$ cat config.mk
export PLATFORM = sky130hd
export DESIGN_NAME = fhp_top
export DESIGN_NICKNAME = d
export VERILOG_FILES = /design/src/fhp_pkg.sv /design/src/fhp_rank_if.sv /design/src/fhp_rank.sv /design/src/fhp_top.sv
export VERILOG_INCLUDE_DIRS = /design/src /design/src/src
export SDC_FILE = /design/constraint.sdc
export NUM_CORES = 1
export LEC_CHECK = 0
export BUFFER_PORTS_ARGS = -buffer_cell sky130_fd_sc_hd__clkbuf_2
export CORE_ASPECT_RATIO = 1.75
export CORE_MARGIN = 4
export CORE_UTILIZATION = 39
export CTS_CLUSTER_DIAMETER = 200
export CTS_CLUSTER_SIZE = 10
export DETAILED_ROUTE_END_ITERATION = 7
export PLACE_DENSITY_LB_ADDON = 0.05
export SETUP_SLACK_MARGIN = 0.05
export SYNTH_ARGS = -nofsm -noshare
export SYNTH_HDL_FRONTEND = slang
export SYNTH_SLANG_ARGS = --single-unit
$ cat constraint.sdc
create_clock -name clk_in -period 3.1 [get_ports clk_in]
set_input_delay 0.465 -clock clk_in [delete_from_list [all_inputs] [get_ports clk_in]]
set_output_delay 0.465 -clock clk_in [all_outputs]
set_load 0.03 [all_outputs]
$ cat src/fhp_cfg.svh
// constants for the fault handler priority register block
// assumes a 32-bit apb slave reached by privileged and unprivileged masters
// How it works
// - register reads and writes succeed only for privileged accesses; others error
// - each byte lane is written on its own through the byte strobes
// - bits 23:21 hold a read-write usage-fault level, any value 0 to 7
// - a smaller level is more urgent when the three faults are ranked
// - bits 15:13 hold bus-fault level, bits 7:5 memory-management level
`ifndef FHP_CFG_SVH
`define FHP_CFG_SVH
`define FHP_ADDR_W 12
`define FHP_OFF_PRIO_ONE 12'hd18
`define FHP_RESET_VAL 32'h0000_0000
`define FHP_USAGE_HI 23
`define FHP_USAGE_LO 21
`define FHP_BUS_HI 15
`define FHP_BUS_LO 13
`define FHP_MEM_HI 7
`define FHP_MEM_LO 5
`define FHP_PRIV_BIT 0
`define FHP_LVL_RESET 3'h0
`define FHP_LVL_NONE 3'h7
`endif

$ cat src/fhp_pkg.sv
// types for the fault handler priority register block
// assumes fhp_cfg.svh supplies the numeric constants
`include "fhp_cfg.svh"
package fhp_pkg;
	typedef logic [2:0] fhp_level_t;
	typedef enum logic [1:0] {
		fhp_src_usage,
		fhp_src_bus,
		fhp_src_mem,
		fhp_src_none
	} fhp_src_t;
endpackage : fhp_pkg

$ cat src/fhp_rank_if.sv
// carrier between register bank and ranking logic
// assumes one clock domain; pure combinational hand-off
interface fhp_rank_if;
	import fhp_pkg::*;
	fhp_level_t usage_lvl;
	fhp_level_t bus_lvl;
	fhp_level_t mem_lvl;
	logic [2:0] pending;
	fhp_src_t winner;
	fhp_level_t winner_lvl;
	modport bank (output usage_lvl, bus_lvl, mem_lvl, pending, input winner, winner_lvl);
	modport ranker (input usage_lvl, bus_lvl, mem_lvl, pending, output winner, winner_lvl);
endinterface : fhp_rank_if

$ cat src/fhp_rank.sv
// picks the most urgent pending fault from the three levels
// assumes levels and pending bits come from the register bank
`include "fhp_cfg.svh"
module fhp_rank
	import fhp_pkg::*;
(
	fhp_rank_if.ranker rk // levels in, winner out
);
	// ties resolve usage over bus over mem, a fixed order chosen for determinism
	always_comb begin
		rk.winner = fhp_src_none;
		rk.winner_lvl = `FHP_LVL_NONE;
		if (rk.pending[0]) begin
			rk.winner = fhp_src_usage;
			rk.winner_lvl = rk.usage_lvl;
		end
		if (rk.pending[1] && (rk.winner == fhp_src_none || rk.bus_lvl < rk.winner_lvl)) begin
			rk.winner = fhp_src_bus;
			rk.winner_lvl = rk.bus_lvl;
		end
		if (rk.pending[2] && (rk.winner == fhp_src_none || rk.mem_lvl < rk.winner_lvl)) begin
			rk.winner = fhp_src_mem;
			rk.winner_lvl = rk.mem_lvl;
		end
	end
endmodule : fhp_rank

$ cat src/fhp_top.sv
// apb slave holding the three fault handler priority levels
// assumes pprot[0] marks a privileged access and pstrb follows apb4
//
// The implementer's own choice: the APB interface to the registers.
`include "fhp_cfg.svh"
module fhp_top
	import fhp_pkg::*;
(
	input wire logic clk_in, // 200 mhz clock
	input wire logic rst_n_in, // async reset, active low
	input wire logic psel_in, // apb select
	input wire logic penable_in, // apb enable
	input wire logic pwrite_in, // apb write
	input wire logic [`FHP_ADDR_W-1:0] paddr_in, // apb byte address
	input wire logic [31:0] pwdata_in, // apb write data
	input wire logic [3:0] pstrb_in, // apb byte strobes
	input wire logic [2:0] pprot_in, // apb protection
	input wire logic [2:0] fault_pend_in, // pending: 0 usage, 1 bus, 2 mem
	output logic [31:0] prdata_out, // apb read data
	output logic pready_out, // apb ready
	output logic pslverr_out, // apb error
	output logic [1:0] fault_sel_out, // most urgent pending fault
	output logic [2:0] fault_lvl_out, // its level
	output logic [2:0] usage_lvl_out, // usage-fault level
	output logic [2:0] bus_lvl_out, // bus-fault level
	output logic [2:0] mem_lvl_out // memory-management level
);
	// ******************************************************
	// decode
	// ******************************************************
	fhp_level_t usage_r;
	fhp_level_t bus_r;
	fhp_level_t mem_r;
	logic hit;
	logic priv;
	logic acc;
	logic ok;
	logic [31:0] rd_word;
	fhp_rank_if rk_if ();

	assign hit = (paddr_in[`FHP_ADDR_W-1:2] == (`FHP_ADDR_W-2)'(`FHP_OFF_PRIO_ONE >> 2));
	assign priv = pprot_in[`FHP_PRIV_BIT];
	assign acc = psel_in && penable_in;
	assign ok = hit && priv;
	assign pready_out = 1'b1;
	assign pslverr_out = acc && !ok;

	always_comb begin
		rd_word = `FHP_RESET_VAL;
		rd_word[`FHP_USAGE_HI:`FHP_USAGE_LO] = usage_r;
		rd_word[`FHP_BUS_HI:`FHP_BUS_LO] = bus_r;
		rd_word[`FHP_MEM_HI:`FHP_MEM_LO] = mem_r;
	end

	// ******************************************************
	// register fields
	// ******************************************************
	// each field lives in one byte lane, so its strobe alone gates it
	always_ff @(posedge clk_in or negedge rst_n_in) begin
		if (!rst_n_in) begin
			usage_r <= `FHP_LVL_RESET;
			bus_r <= `FHP_LVL_RESET;
			mem_r <= `FHP_LVL_RESET;
		end else if (acc && pwrite_in && ok) begin
			if (pstrb_in[2]) begin
				usage_r <= pwdata_in[`FHP_USAGE_HI:`FHP_USAGE_LO];
			end
			if (pstrb_in[1]) begin
				bus_r <= pwdata_in[`FHP_BUS_HI:`FHP_BUS_LO];
			end
			if (pstrb_in[0]) begin
				mem_r <= pwdata_in[`FHP_MEM_HI:`FHP_MEM_LO];
			end
		end
	end

	// read data registered at the setup-phase edge (psel high, penable low); refused reads return zero
	always_ff @(posedge clk_in or negedge rst_n_in) begin
		if (!rst_n_in) begin
			prdata_out <= `FHP_RESET_VAL;
		end else if (psel_in && !penable_in) begin
			prdata_out <= (!pwrite_in && ok) ? rd_word : `FHP_RESET_VAL;
		end
	end

	// ******************************************************
	// ranking
	// ******************************************************
	assign rk_if.usage_lvl = usage_r;
	assign rk_if.bus_lvl = bus_r;
	assign rk_if.mem_lvl = mem_r;
	assign rk_if.pending = fault_pend_in;

	fhp_rank i_fhp_rank (
		.rk(rk_if.ranker)
	);

	always_ff @(posedge clk_in or negedge rst_n_in) begin
		if (!rst_n_in) begin
			fault_sel_out <= fhp_src_none;
			fault_lvl_out <= `FHP_LVL_NONE;
		end else begin
			fault_sel_out <= rk_if.winner;
			fault_lvl_out <= rk_if.winner_lvl;
		end
	end

	assign usage_lvl_out = usage_r;
	assign bus_lvl_out = bus_r;
	assign mem_lvl_out = mem_r;
endmodule : fhp_top

Word-level counts from Yosys, hierarchy flattened
Cells that the tools add are included.
- register bits: 46
- bits of input ports: 59
- logic and storage cells: 35
- equality and inequality tests: 3
- magnitude comparators: 2
- reductions and logical operators: 17
- mux-type cells: 7
- operators with widths (cell ; count):
    $mux 24 ; 1
    $eq 10x10->1 const B ; 1
    $logic_and 1x1->1 ; 9
    $mux 3 ; 3
    $lt 3x3->1 ; 2
    $mux 2 ; 3
    $reduce_and 2->1 ; 3
    $eq 2x2->1 const B ; 2
    $logic_not 1->1 ; 3
    $logic_or 1x1->1 ; 2

Longest topological paths before layout
- depth in word-level cells: 9
- gate-level depth with buffers: 13
- depth with buffers taken out: 13

Modules after synthesis
A second synthesis with hierarchy kept.
- cell total of the unflattened synthesis: 119
- area, all modules: 1380.1 µm²
- by module, submodules not included (module ; area an instance (µm²) ; times used ; cells each ; sequential area each (µm²)):
    fhp_top ; 1123.6 ; 1 ; 82 ; 581.8
    fhp_rank ; 256.5 ; 1 ; 37 ; 0.0

Worst setup path after synthesis
OpenSTA, ideal clock, no wires.
- kind: register -> register
- from: register usage_r[1], in the netlist usage_lvl_out[1]
- to: register fault_lvl_out[1]
- data required time: 3.018 ns
- stages on the path, launching flop included: 13
- setup slack: 0.480 ns
- period minus slack after synthesis: 2.620 ns
- arrival time: 2.538 ns
- path through: dfrtp_1 -> nor2_1 -> ha_1 -> a21oi_1 -> o21bai_1 -> a2bb2oi_1 -> inv_1 -> ha_1 -> o21a_1 -> o22ai_1 -> o21ai_0 -> a31o_2 -> mux2_2
- word-level cells in the longest chain between the ends: 9
- elaborated cells between the ends (all ways): 11
- those cells by class: 2 x order compare; 1 x eq/ne; 4 x mux; 4 x reduce/logical
- RTL lines (item ; line ; text):
    start: declaration ; fhp_top.sv:31 ; fhp_level_t usage_r;
    start signal: assignment ; fhp_top.sv:61 ; usage_r <= `FHP_LVL_RESET;
    start signal: assignment ; fhp_top.sv:66 ; usage_r <= pwdata_in[`FHP_USAGE_HI:`FHP_USAGE_LO];
    $mux 3 (*) ; fhp_rank.sv:13 ; if (rk.pending[0]) begin
    $lt 3x3->1 ; fhp_rank.sv:17 ; if (rk.pending[1] && (rk.winner == fhp_src_none || rk.bus_lvl < rk.winner_lvl)) begin
    $logic_or 1x1->1 ; fhp_rank.sv:17 ;
    $logic_and 1x1->1 ; fhp_rank.sv:17 ;
    $mux 3 / $mux 2 (equally long branches) ; fhp_rank.sv:17 ;
    $lt 3x3->1 / $eq 2x2->1 (equally long branches) ; fhp_rank.sv:21 ; if (rk.pending[2] && (rk.winner == fhp_src_none || rk.mem_lvl < rk.winner_lvl)) begin
    $logic_or 1x1->1 ; fhp_rank.sv:21 ;
    $logic_and 1x1->1 ; fhp_rank.sv:21 ;
    $mux 3 (*) ; fhp_rank.sv:21 ;
    named net i_fhp_rank.rk.winner_lvl[1] ; fhp_rank_if.sv:12 ; modport ranker (input usage_lvl, bus_lvl, mem_lvl, pending, output winner, winner_lvl);
    end signal: assignment ; fhp_top.sv:101 ; fault_lvl_out <= `FHP_LVL_NONE;
    end signal: assignment ; fhp_top.sv:104 ; fault_lvl_out <= rk_if.winner_lvl;
    end: declaration ; fhp_top.sv:23 ; output logic [2:0] fault_lvl_out,
Mark *: on every way through the listed nets, which the timed path passes. The rest lies on a longest branch.
A chain may end at the register's enable or synchronous reset.

Worst setup path in the final report
Ends and elaborated chain as after synthesis.

==> impl_metrics.csv <==
group,metric,value,unit
status,status,"complete, no violations",
finish,antenna_cells,0,
placement,gp_congestion,0.858,
placement,dp.final_hpwl,2.54,mm
critical_path,critical_path_required,3.29,ns
die,die_width,51.8,um
drt,drc,0,
job,maxCapViolations,0,
critical_path,cpPeakStageDelay,0.42,ns
drt,drtIter0Drc,13,
critical_path,crit_buf_inv,1,
yosys,syn_area,1310,um2
pwr,power_density,380,nW/um2
finish,layout-drive-gt1-share,46.8,%
placement,port_buffers,54,
critical_path,start_kind,"flip-flop",
cts,post-cts-setup-buffers,0,
die,rows,27,
yosys,synth_edf_count,0,
pwr,ir_worst_vdd,203,uV
yosys,synth_cell_type_count,35,
finish,layout.cells.non_filler,216,
grt,grt_util_all_layers,14.8,%
drt,routed_wl,3.07,mm
grt,grt_max_degree,24,
die,core_area,3180,um2
drt,ant_nets,0,
critical_path,cp-end-kind,"flip-flop",
timing,rsz0062_at_grt,"no",
timing,tightest_slew,0.616,ns
die,initial_utilization,41.2,%
cts,cts_made_buffers,3,
critical_path,cp_slowest_cell,"dfrtp_1",
timing,final_hold_viol_count,0,
placement,placed_cells,212,
yosys,async_flop_share,100,%
pwr,total_power,604,uW
timing,slew_headroom,58.6,%
yosys,ys_seq_area_share,44.5,%
timing,fmax,351,MHz
drt,via_per_inst,4.79,
timing,slew_viol_final,0,
yosys,avgSynthCellArea,11.2,um2
grt,gr-total-overflow,0,
min_path,hold_class,"in -> async",
finish,design_area,1590,um2
timing,period_share,92.0,%
timing,setup_viol,0,
cts,clock_path_buffers,2,
die,die_area,4380,um2
grt,grt_pass1_vias,1117,
die,die_h,84.6,um
pwr,p_leak,0.868,nW
cts,cts.sink_count,23,
critical_path,cp_max_fo,4,
placement,place_area,1540,um2
critical_path,crit_path_frequent_cell,"ha_1",
yosys,synthCells,117,
grt,grt_pass1_wl,5.01,mm
finish,layout.nets,236,
cts,worstSkewPairLatency,0.26,ns
critical_path,critPathKind,"reg -> reg",
yosys,yosys_warnings,0,
cts,h-tree-depth,1,
timing,fin_worst_skew,0.00655,ns
finish,final_cell_mix,"clkbuf_2, conb_1, dfrtp_1",
critical_path,cp_top_family,"compound AO/OA/AOI/OAI gates",
grt,antenna_found_initial,0,
cts,tritoncts,"done",
drt,firstDrtPassIters,4,
critical_path,crit_arrival,3.04,ns
drt,via_count,1034,
yosys,ys.flop_type,"dfrtp_1",
drt,post_drt_wl_per_cell,14.2,um
cts,clk_pin_slew_worst_paths,0.08,ns
finish,layout_commonest_cell,"clkbuf_2",
finish,area_growth,21.5,%
critical_path,crit_chain,"nor2_1, ha_1, a21oi_1, o21bai_1, a2bb2oi_2, inv_1, ha_1, o21a_1, o22ai_1, o21ai_0, a31o_2, mux2_2",
cts,cts_root_buf,"clkbuf_8",
timing,fin_setup_tns,0,ns
die,io_pins,107,
timing,finalCriticalPeriod,2.85,ns
finish,nFillCells,350,
yosys,ys_ff_latch,23,
==> path summary, 6_finish.rpt <==
check	from	endpoint	slack [ns]	cells after the start
setup / recovery	usage_lvl_out[1]	fault_lvl_out[1]	0.25	12
hold reg to reg	prdata_out[14]	prdata_out[14]	0.51	1
max in group asynchronous	rst_n_in	fault_sel_out[0]	2.55	1
hold / removal	rst_n_in	prdata_out[23]	0.18	1
setup reg to reg	usage_lvl_out[1]	fault_lvl_out[1]	0.25	12
min in group clk_in	fault_pend_in[1]	fault_sel_out[1]	0.43	2
==> kinds of logic (layout without fill, tap and decap cells) <==
group                    count (synthesis)  count (layout)  share of synthesized area (%)
buffers and inverters                   29              63                           15.2
AO/OA/AOI/OAI                           26              26                           14.9
flip-flops                              23              23                           44.5
AND/OR/NAND/NOR                         22              22                           11.8
multiplexers                            12              12                           10.1
adder cells (fa/ha/maj)                  3               3                           2.87
other                                    2              24                          0.574
==> layer usage <==
layer | vias up | GRT usage [%] | wire length, um | part of all wire (%)
met2 | 43 | 28.0 | 1810 | 59
met1 | 503 | 15.2 | 1060 | 35
met5 | - | 0 | 0 | 0
li1 | 484 | - | - | -
met3 | 4 | 1.95 | 166 | 5.4
met4 | 0 | 6.92 | 37 | 1.2
==> synthesized netlist by cell type, types with 2 or more instances <==
cell	n	area [um2]
a22o_1	9	78.8
a2bb2oi_1	2	17.5
a31oi_1	2	12.5
buf_4	24	180
conb_1	2	7.51
dfrtp_1	18	450
dfstp_2	5	131
ha_1	3	37.5
inv_1	4	15.0
mux2_2	10	113
mux2i_1	2	20.0
nand2_1	4	15.0
nand2b_1	3	18.8
nand3_1	2	10.0
nor2_1	3	11.3
o21ai_0	4	20.0
o22ai_1	2	12.5
==> where the power goes <==
part | internal [mW] | switching (mW) | total (mW) | leakage, nW
Clock | 0.0914 | 0.0871 | 0.179 | 0.0228
Sequential | 0.309 | 0.00156 | 0.311 | 0.304
Combinational | 0.0315 | 0.0833 | 0.115 | 0.542
==> sequential cells by signal, indices dropped and copies added, names as in the netlist <==
name	count
usage_lvl_out	3
fault_lvl_out	3
prdata_out	9
mem_lvl_out	3
bus_lvl_out	3
fault_sel_out	2
==> what timing repair did <==
action / in CTS / in global routing
hold buffers: 0 / 0
hold endpoints to repair: 0 / 0
resized for setup: 0 / 1
setup endpoints to repair: 0 / 1
==> per-stage QoR <==
stage | worst slack (ns) | hold slack [ns] | util, %
after floorplan | 0.480 | 0.169 | -
after global placement | 0.150 | 0.471 | 48.4
after detailed placement | 0.0449 | 0.482 | 48.4
after CTS | 0.253 | 0.194 | 49.8
after global routing | 0.0505 | 0.225 | 50.0
final | 0.248 | 0.179 | 50.0
==> cell type report <==
class                      count  area, um2  area share (%)
clock buffer                   4       45.0            2.83
multi-input combinational     87        616            38.7
tap                           43       53.8            3.39
sequential                    23        582            36.6
inverter                       4       15.0           0.945
timing repair buffer          55        278            17.5
==> worst reg2reg max path, stage by stage, from the launching register on <==
cell and delay (ns):
dfrtp_1 0.42, nor2_1 0.20, ha_1 0.29, a21oi_1 0.19, o21bai_1 0.13, a2bb2oi_2 0.18, inv_1 0.06, ha_1 0.27
o21a_1 0.17, o22ai_1 0.18, o21ai_0 0.16, a31o_2 0.28, mux2_2 0.28
Power figures use the tool's default switching activity.
